==> config.mk <==
export PLATFORM = sky130hd
export DESIGN_NAME = qwm_ctrl_flat
export DESIGN_NICKNAME = d
export VERILOG_FILES = /design/src/hdl/qwm_pkg.sv /design/src/hdl/qwm_link_if.sv /design/src/hdl/qwm_ctrl.sv /design/src/flat_wrapper.sv
export SDC_FILE = /design/constraint.sdc
export NUM_CORES = 1
export LEC_CHECK = 0
export ABC_AREA = 0
export BUFFER_PORTS_ARGS = -buffer_cell sky130_fd_sc_hd__buf_2
export CAP_MARGIN = 20
export CORE_MARGIN = 4
export CORE_UTILIZATION = 60
export CTS_CLUSTER_DIAMETER = 150
export DETAILED_ROUTE_END_ITERATION = 8
export PLACE_DENSITY = 0.76
export SYNTH_ARGS = -nofsm -noshare
export SYNTH_HDL_FRONTEND = slang
export SYNTH_SLANG_ARGS = --single-unit
export TNS_END_PERCENT = 100
==> constraint.sdc <==
create_clock -name clk_i -period 4.25 [get_ports clk_i]
set_clock_uncertainty 0.1 [all_clocks]
set_input_delay 0.425 -clock clk_i [delete_from_list [all_inputs] [get_ports clk_i]]
set_output_delay 0.425 -clock clk_i [all_outputs]
set_load 0.02 [all_outputs]
==> src/hdl/qwm_pkg.sv <==
// Shared constants and types of the byte-lane masked burst write link.
// Assumes one 25 MHz clock at both ends and a link carried by qwm_link_if.
// Summary of operation
// - x8: two nibble selects gate bits 3:0, 7:4
// - x8: both nibble selects low store all
// - x18: selects gate bits 8:0 and 17:9
// - x18: both selects low store eighteen bits
// - x9: one select stores nine bits or nothing
// - x36: four selects gate four nine-bit lanes
// - x36: all four selects low store all
// - All selects high: beat stores nothing
// - Selects evaluated per beat on its edge
// - Selects may change beat to beat
// - Beats alternate positive and negative clock rises
// - No write start on consecutive rises; ignore
// - Beats go to A, A+1, A+2, A+3
package qwm_pkg;
    // Clock and link timing.
    localparam int CLK_PERIOD_NS = 40;
    localparam int K_PERIOD_NS   = 320;
    localparam int K_PERIOD_CYC  = K_PERIOD_NS / CLK_PERIOD_NS;
    localparam int PH_W          = $clog2(K_PERIOD_CYC);
    localparam logic [PH_W-1:0] PH_PREP_K  = PH_W'(K_PERIOD_CYC - 2);
    localparam logic [PH_W-1:0] PH_PREP_KN = PH_W'(K_PERIOD_CYC / 2 - 2);
    // Burst shape.
    localparam int BURST_LEN = 4;
    localparam int BEAT_W    = 2;
    // Organisations: lane count and lane width.
    localparam int NIBBLE_W  = 4;
    localparam int BYTE_W    = 9;
    localparam int X8_LANES  = 2;
    localparam int X9_LANES  = 1;
    localparam int X18_LANES = 2;
    localparam int X36_LANES = 4;
    // Array depth in address bits and buffer depth.
    localparam int ADDR_W     = 6;
    localparam int FIFO_DEPTH = 16;
    // Reset values of link levels.
    localparam logic RST_CLK_LEVEL = 1'b0;
    localparam logic RST_START_N   = 1'b1;
    // Controller sequencing.
    typedef enum logic [1:0] {CTL_IDLE, CTL_ADDR, CTL_BEAT} qwm_ctl_state_t;
    // Device data phase.
    typedef enum logic {DEV_IDLE, DEV_BURST} qwm_dev_state_t;
endpackage

==> src/hdl/qwm_link_if.sv <==
// Link between the burst write controller and the masked write device.
// Assumes both ends share clk_i; k and kn are levels the device samples.
interface qwm_link_if #(
    parameter int LANES  = qwm_pkg::X36_LANES,
    parameter int LANE_W = qwm_pkg::BYTE_W,
    parameter int ADDR_W = qwm_pkg::ADDR_W
);
    // Positive and negative input clocks, as levels.
    logic                    k;
    logic                    kn;
    // Write port select, low starts a write burst on a k rise.
    logic                    start_n;
    logic [ADDR_W-1:0]       addr;
    // Bit i is lane i write select, active low (lane0..lane3, or
    // low and high nibble in the eight-bit organisation).
    logic [LANES-1:0]        lane_write_select_n;
    logic [LANES*LANE_W-1:0] data;

    // Controller end drives everything.
    modport ctrl (output k, output kn, output start_n, output addr,
                  output lane_write_select_n, output data);
    // Device end only listens.
    modport dev (input k, input kn, input start_n, input addr,
                 input lane_write_select_n, input data);
endinterface

==> src/hdl/qwm_ctrl.sv <==
// Controller end: a beat buffer and the burst write sequencer.
// Assumes the device samples the link through two flops on clk_i.

// Flip-flop FIFO with registered flags and a fill level.
module qwm_fifo #(
    parameter int W     = 8,
    parameter int DEPTH = qwm_pkg::FIFO_DEPTH
) (
    // Clock and reset.
    input  wire logic                       clk_i,
    input  wire logic                       resetn_i,
    // Fill side.
    input  wire logic                       in_valid_i,
    output logic                            in_ready_o,
    input  wire logic [W-1:0]               in_data_i,
    // Drain side.
    output logic                            out_valid_o,
    input  wire logic                       out_ready_i,
    output logic      [W-1:0]               out_data_o,
    output logic      [$clog2(DEPTH+1)-1:0] level_o
);
    localparam int PW = $clog2(DEPTH);
    localparam int CW = $clog2(DEPTH + 1);

    logic [W-1:0]  mem [DEPTH];
    logic [PW-1:0] wr_ptr;
    logic [PW-1:0] rd_ptr;
    logic          push;
    logic          pop;
    logic [CW-1:0] next_level;

    assign push = in_valid_i & in_ready_o;
    assign pop  = out_valid_o & out_ready_i;
    assign out_data_o = mem[rd_ptr];
    assign next_level = CW'(level_o + CW'(push) - CW'(pop));

    // Storage write.
    always_ff @(posedge clk_i) begin
        if (push) begin
            mem[wr_ptr] <= in_data_i;
        end
    end

    // Pointers wrap at DEPTH, which need not be a power of two.
    always_ff @(posedge clk_i or negedge resetn_i) begin
        if (!resetn_i) begin
            wr_ptr <= '0;
            rd_ptr <= '0;
        end else begin
            if (push) begin
                wr_ptr <= (wr_ptr == PW'(DEPTH - 1)) ? '0 : PW'(wr_ptr + 1'b1);
            end
            if (pop) begin
                rd_ptr <= (rd_ptr == PW'(DEPTH - 1)) ? '0 : PW'(rd_ptr + 1'b1);
            end
        end
    end

    // Level and flags are registered so the ports come from flops.
    always_ff @(posedge clk_i or negedge resetn_i) begin
        if (!resetn_i) begin
            level_o     <= '0;
            in_ready_o  <= 1'b1;
            out_valid_o <= 1'b0;
        end else begin
            level_o     <= next_level;
            in_ready_o  <= next_level != CW'(DEPTH);
            out_valid_o <= next_level != '0;
        end
    end
endmodule // qwm_fifo

// Sequencer: starts a burst once four beats wait in the buffer.
module qwm_ctrl #(
    parameter int LANES  = qwm_pkg::X36_LANES,
    parameter int LANE_W = qwm_pkg::BYTE_W,
    parameter int ADDR_W = qwm_pkg::ADDR_W,
    parameter int DEPTH  = qwm_pkg::FIFO_DEPTH
) (
    // Clock and reset.
    input  wire logic                    clk_i,
    input  wire logic                    resetn_i,
    // One beat per accepted push; the address of each burst's first
    // beat is used, the other three addresses are ignored.
    input  wire logic                    req_valid_i,
    output logic                         req_ready_o,
    input  wire logic [ADDR_W-1:0]       req_addr_i,
    input  wire logic [LANES-1:0]        req_sel_n_i,
    input  wire logic [LANES*LANE_W-1:0] req_data_i,
    // High while a burst is on the link.
    output logic                         busy_o,
    // Link to the device.
    qwm_link_if.ctrl                     link
);
    localparam int DW = LANES * LANE_W;
    localparam int FW = ADDR_W + LANES + DW;
    localparam int CW = $clog2(DEPTH + 1);
    localparam int PW = qwm_pkg::PH_W;

    logic [FW-1:0]             head;
    logic                      head_valid;
    logic [CW-1:0]             level;
    logic                      pop;
    logic [PW-1:0]             ph;
    logic [PW-1:0]             next_ph;
    logic                      prep_k;
    logic                      prep_kn;
    qwm_pkg::qwm_ctl_state_t   state;
    logic [qwm_pkg::BEAT_W-1:0] beat;

    // The buffer stalls the user through req_ready_o when full.
    qwm_fifo #(.W(FW), .DEPTH(DEPTH)) u_fifo (
        .clk_i       (clk_i),
        .resetn_i    (resetn_i),
        .in_valid_i  (req_valid_i),
        .in_ready_o  (req_ready_o),
        .in_data_i   ({req_addr_i, req_sel_n_i, req_data_i}),
        .out_valid_o (head_valid),
        .out_ready_i (pop),
        .out_data_o  (head),
        .level_o     (level)
    );

    // Phase divider; link levels change one cycle before each rise.
    assign next_ph = PW'(ph + 1'b1);
    assign prep_k  = ph == qwm_pkg::PH_PREP_K;
    assign prep_kn = ph == qwm_pkg::PH_PREP_KN;
    assign pop = head_valid & (((state == qwm_pkg::CTL_ADDR) & prep_k) |
                 ((state == qwm_pkg::CTL_BEAT) & (prep_k | prep_kn)));

    // Two clocks, half a period apart; phase rests on its last slot so k's first high is full.
    always_ff @(posedge clk_i or negedge resetn_i) begin
        if (!resetn_i) begin
            ph     <= '1;
            link.k  <= qwm_pkg::RST_CLK_LEVEL;
            link.kn <= qwm_pkg::RST_CLK_LEVEL;
        end else begin
            ph     <= next_ph;
            link.k  <= ~next_ph[PW-1];
            link.kn <= next_ph[PW-1];
        end
    end

    // Burst sequence. A new start waits until the previous burst has
    // sent its last beat, so starts never fall on consecutive rises.
    always_ff @(posedge clk_i or negedge resetn_i) begin
        if (!resetn_i) begin
            state        <= qwm_pkg::CTL_IDLE;
            beat         <= '0;
            busy_o       <= 1'b0;
            link.start_n <= qwm_pkg::RST_START_N;
            link.addr    <= '0;
            link.lane_write_select_n <= '1;
            link.data    <= '0;
        end else if (prep_k | prep_kn) begin
            link.lane_write_select_n <= '1;
            case (state)
                qwm_pkg::CTL_IDLE: begin
                    if (prep_k && level >= CW'(qwm_pkg::BURST_LEN)) begin
                        link.start_n <= 1'b0;
                        link.addr    <= head[FW-1 -: ADDR_W];
                        state        <= qwm_pkg::CTL_ADDR;
                        busy_o       <= 1'b1;
                    end else begin
                        busy_o <= 1'b0;
                    end
                end
                qwm_pkg::CTL_ADDR: begin
                    if (prep_k) begin
                        link.start_n <= 1'b1;
                        link.lane_write_select_n <= head[DW +: LANES];
                        link.data    <= head[DW-1:0];
                        beat         <= 2'h1;
                        state        <= qwm_pkg::CTL_BEAT;
                    end
                end
                qwm_pkg::CTL_BEAT: begin
                    link.lane_write_select_n <= head[DW +: LANES];
                    link.data <= head[DW-1:0];
                    beat      <= beat + 2'h1;
                    if (beat == 2'h3) begin
                        state <= qwm_pkg::CTL_IDLE;
                    end
                end
                default: state <= qwm_pkg::CTL_IDLE;
            endcase
        end
    end
endmodule // qwm_ctrl

==> src/flat_wrapper.sv <==
// flat-port wrapper written by rule: the top's interface ports become plain ports
module qwm_ctrl_flat 
#(
    parameter int LANES  = qwm_pkg::X36_LANES,
    parameter int LANE_W = qwm_pkg::BYTE_W,
    parameter int ADDR_W = qwm_pkg::ADDR_W,
    parameter int DEPTH  = qwm_pkg::FIFO_DEPTH
)
  (clk_i, resetn_i, req_valid_i, req_ready_o, req_addr_i, req_sel_n_i, req_data_i, busy_o, link_k, link_kn, link_start_n, link_addr, link_lane_write_select_n, link_data);
  qwm_link_if #(.LANES(LANES), .LANE_W(LANE_W), .ADDR_W(ADDR_W)) link_i ();
  input  wire logic clk_i;
  input  wire logic resetn_i;
  input  wire logic req_valid_i;
  output logic req_ready_o;
  input  wire logic [ADDR_W-1:0] req_addr_i;
  input  wire logic [LANES-1:0] req_sel_n_i;
  input  wire logic [LANES*LANE_W-1:0] req_data_i;
  output logic busy_o;
  output wire logic [$bits(link_i.k)-1:0] link_k;
  output wire logic [$bits(link_i.kn)-1:0] link_kn;
  output wire logic [$bits(link_i.start_n)-1:0] link_start_n;
  output wire logic [$bits(link_i.addr)-1:0] link_addr;
  output wire logic [$bits(link_i.lane_write_select_n)-1:0] link_lane_write_select_n;
  output wire logic [$bits(link_i.data)-1:0] link_data;
  assign link_k = link_i.k;
  assign link_kn = link_i.kn;
  assign link_start_n = link_i.start_n;
  assign link_addr = link_i.addr;
  assign link_lane_write_select_n = link_i.lane_write_select_n;
  assign link_data = link_i.data;
  qwm_ctrl #(.LANES(LANES), .LANE_W(LANE_W), .ADDR_W(ADDR_W), .DEPTH(DEPTH)) u_core (.clk_i(clk_i), .resetn_i(resetn_i), .req_valid_i(req_valid_i), .req_ready_o(req_ready_o), .req_addr_i(req_addr_i), .req_sel_n_i(req_sel_n_i), .req_data_i(req_data_i), .busy_o(busy_o), .link(link_i));
endmodule
==> impl_metrics.json <==
{
  "die_width_um": 235,
  "clk_latency_ns": 0.62,
  "drt_iter0_drc": 1515,
  "synth-edff-count": 736,
  "maxSlewHeadroom_pct": 25.3,
  "grt_max_degree": 67,
  "firstDrtPassIters": 6,
  "finalSetupViolCount": 0,
  "status": "complete, no violations",
  "rows": 82,
  "dpl_cell_area_mm2": 0.0322,
  "fin_util_pct": 68.9,
  "cts_setup_buffers": 0,
  "tns_ns": 0,
  "routed_wl_um": 66000,
  "cts.clk_slew.worst_paths_ns": 0.06,
  "finalHoldViolCount": 0,
  "r2r_cells": 11,
  "synth_cells": 1601,
  "hold_path.class": "input port to register",
  "fin_area_mm2": 0.0348,
  "hpwl_um": 36100,
  "route.detailed.drc": 0,
  "met1Wirelength_um": 26900,
  "critPathCaptureType": "register",
  "worstSetupStartpointType": "register",
  "maxCapViolCount": 0,
  "vdd_drop_max_mv": 0.529,
  "grt-ovfl-total": 0,
  "portBuffers": 99,
  "p_leak_nw": 11.8,
  "cp.required_ns": 4.70,
  "crit_fanout": 12,
  "tightest_slew_ns": 1.12,
  "path_buf_inv": 1,
  "crit_slowest_cell": "dfstp_2",
  "num_vias": 15600,
  "start_util_pct": 61.1,
  "grt_pass1_vias": 16100,
  "syn_avg_cell_area_um2": 19.3,
  "yosysSeqAreaShare_pct": 77.5,
  "crit_top_cell": "ha_1",
  "fin_nets": 1813,
  "holdWs_ns": 0.0383,
  "cts_max_level": 3,
  "fp.coreArea_mm2": 0.0505,
  "synth_fp_nets": 1669,
  "wl_met3_um": 4300,
  "fp.dieArea_mm2": 0.0551,
  "slowest_delay_ns": 0.53,
  "die_height_um": 235,
  "areaGrowthSynthToFinish_pct": 12.8,
  "fmax_ghz": 0.310,
  "fin_crit_sh_pct": 75.8,
  "track_usage_pct": 23.8,
  "met2_length_um": 33100,
  "slew_viol_final": 0,
  "cts-root-buf": "clkbuf_16",
  "detail_route.wl_per_cell_um": 26.5,
  "ys_ff_latch": 808,
  "yosys.cell_types.count": 51,
  "cts_inserted_buffers": 79,
  "drive_above_1_share_pct": 21.8,
  "cp_top_family": "adder cells",
  "synth_top_area_cell": "edfxtp_1",
  "ys_top_cells_by_area": "edfxtp_1 72%, mux2i_1 6.5%, mux4_2 6.1%",
  "grt_pass1_wl_um": 99500,
  "ant_nets": 0,
  "synth_flop_cell": "edfxtp_1",
  "arrival_ns": 3.67,
  "synth_top_area_share_pct": 71.6,
  "rrSetupSlack_ns": 1.03,
  "power-per-cell-area_mw_per_mm2": 648,
  "cts_tree": "built",
  "pin_count": 100,
  "maxUsedRoutingLayer": "met5",
  "rsz0062_at_grt": "no",
  "yosysWarnings": 0,
  "grt_antenna_before_repair": 4,
  "clock_sink_count": 808,
  "synth.cell_area_mm2": 0.0309,
  "viasPerCell": 6.28,
  "routabilityCongestion": 0.767,
  "path_cells": "ha_1 > nand2_1 > nor2_1 > ha_1 > inv_1 > ha_1 > fa_1 > a21o_1 > a21oi_1 > xor2_1 > nand3b_1",
  "whs_path_depth": 3,
  "finalCriticalPeriod_ns": 3.22,
  "critical_path_depth": 11,
  "cts_max_path_buffers": 3,
  "synthArstFlopShare_pct": 8.91,
  "crit_type": "register to register"
}
[worst paths after layout]
kind | to | start
setup / recovery | u_core.u_fifo.out_valid_o | u_core.ph[1]
hold / removal | u_core.u_fifo.wr_ptr[2] | req_valid_i
setup reg to reg | u_core.u_fifo.out_valid_o | u_core.ph[1]
hold reg to reg | u_core.ph[0] | u_core.ph[0]
max in group asynchronous | u_core.link.lane_write_select_n[0] | resetn_i
min in group asynchronous | u_core.link.kn | resetn_i
[tightest hold or removal path: stages]
cell and delay, ns:
buf_2 0.12, nand3_1 0.09, xnor2_1 0.07
[routing by layer]
metal	vias to the layer above	global-route usage, %
li1	6783	-
met1	8095	33.6
met2	617	39.0
met3	112	4.07
met4	4	7.18
met5	-	0
[state kept, by name (all words and copies together), names as in the netlist]
register	count
u_core.u_fifo.rd_ptr	4
u_core.u_fifo.wr_ptr	4
u_core.link.start_n	1
u_core.u_fifo.mem	736
u_core.link.addr	6
u_core.u_fifo.level_o	5
u_core.beat	2
u_core.link.lane_write_select_n	4
u_core.state	2
u_core.link.k	1
u_core.ph	3
u_core.link.data	36
u_core.link.kn	1
u_core.busy_o	1
u_core.u_fifo.out_valid_o	1
u_core.u_fifo.in_ready_o	1
[power by group]
part / internal [mW] / switching, mW / leakage (nW)
clock network: 3.86 / 2.92 / 1.24
logic: 2.25 / 3.22 / 3.10
registers: 9.75 / 0.569 / 7.46
total: 15.9 / 6.71 / 11.8
[logic make-up (layout without fill, tap and decap cells)]
| logic type | count (synthesis) | after routing | synth area share (%) |
|---|---|---|---|
| compound gates | 209 | 209 | 4.41 |
| flops | 808 | 808 | 77.5 |
| other cells | 0 | 2 | 0 |
| mux | 293 | 293 | 12.9 |
| fa+ha+maj | 19 | 19 | 0.795 |
| buf+inv | 99 | 309 | 1.58 |
| simple gates | 167 | 167 | 2.64 |
| xor+xnor | 6 | 6 | 0.170 |
[Yosys cell counts, drive strengths merged (18+ instances only)]
cell	n
a21oi	42
a22oi	33
buf	61
clkbuf	19
dfrtp	63
edfxtp	736
ha	18
inv	18
mux2i	200
mux4	83
nor2	66
nor3	45
o22ai	92
[cell usage in the layout (no fill, tap or decap), types with 5 or more instances in the layout]
cell         n
a21o_1       5
a21oi_1     42
a22oi_1     33
a31oi_1     13
and2_2      12
buf_12       6
buf_2       98
buf_4       38
clkbuf_1    17
clkbuf_16   79
clkbuf_8    12
clkinv_1     8
clkinv_2    13
dfrtp_1     60
dfstp_2      9
edfxtp_1   736
ha_1        18
inv_1       18
mux2_2      10
mux2i_1    200
mux4_2      83
nand2_1     11
nand3_1      8
nand3b_1     6
nor2_1      64
nor3_1      45
o22ai_1     92
[area by class of cell]
cell class              instances  area [um^2]
repair buffers                143          906
well taps                     672          841
multi-input cells             694         6500
clock inverters                39          343
inverters                      19         71.3
clock buffers                 108         2210
flip-flops and latches        808        23900
diodes                          2         5.00
fillers                      3137        15700
[repair_timing]
| action | in CTS | in global routing |
|---|---|---|
| hold endpoints to repair | 44 | 0 |
| setup endpoints to repair | 0 | 0 |
| hold buffers | 1 | 0 |
| resized for setup | 0 | 0 |
[stage by stage]
stage / total power, mW / setup slack (ns) / std cells
final: 22.6 / 1.03 / 2485
after global routing: 23.5 / 0.730 / 2485
after CTS: 22.7 / 1.05 / 2483
after detailed placement: 15.9 / 1.08 / 2335
after global placement: 15.8 / 1.16 / 2335
after floorplan: 14.2 / 1.32 / 1601
(Power assumes the default switching activity.)
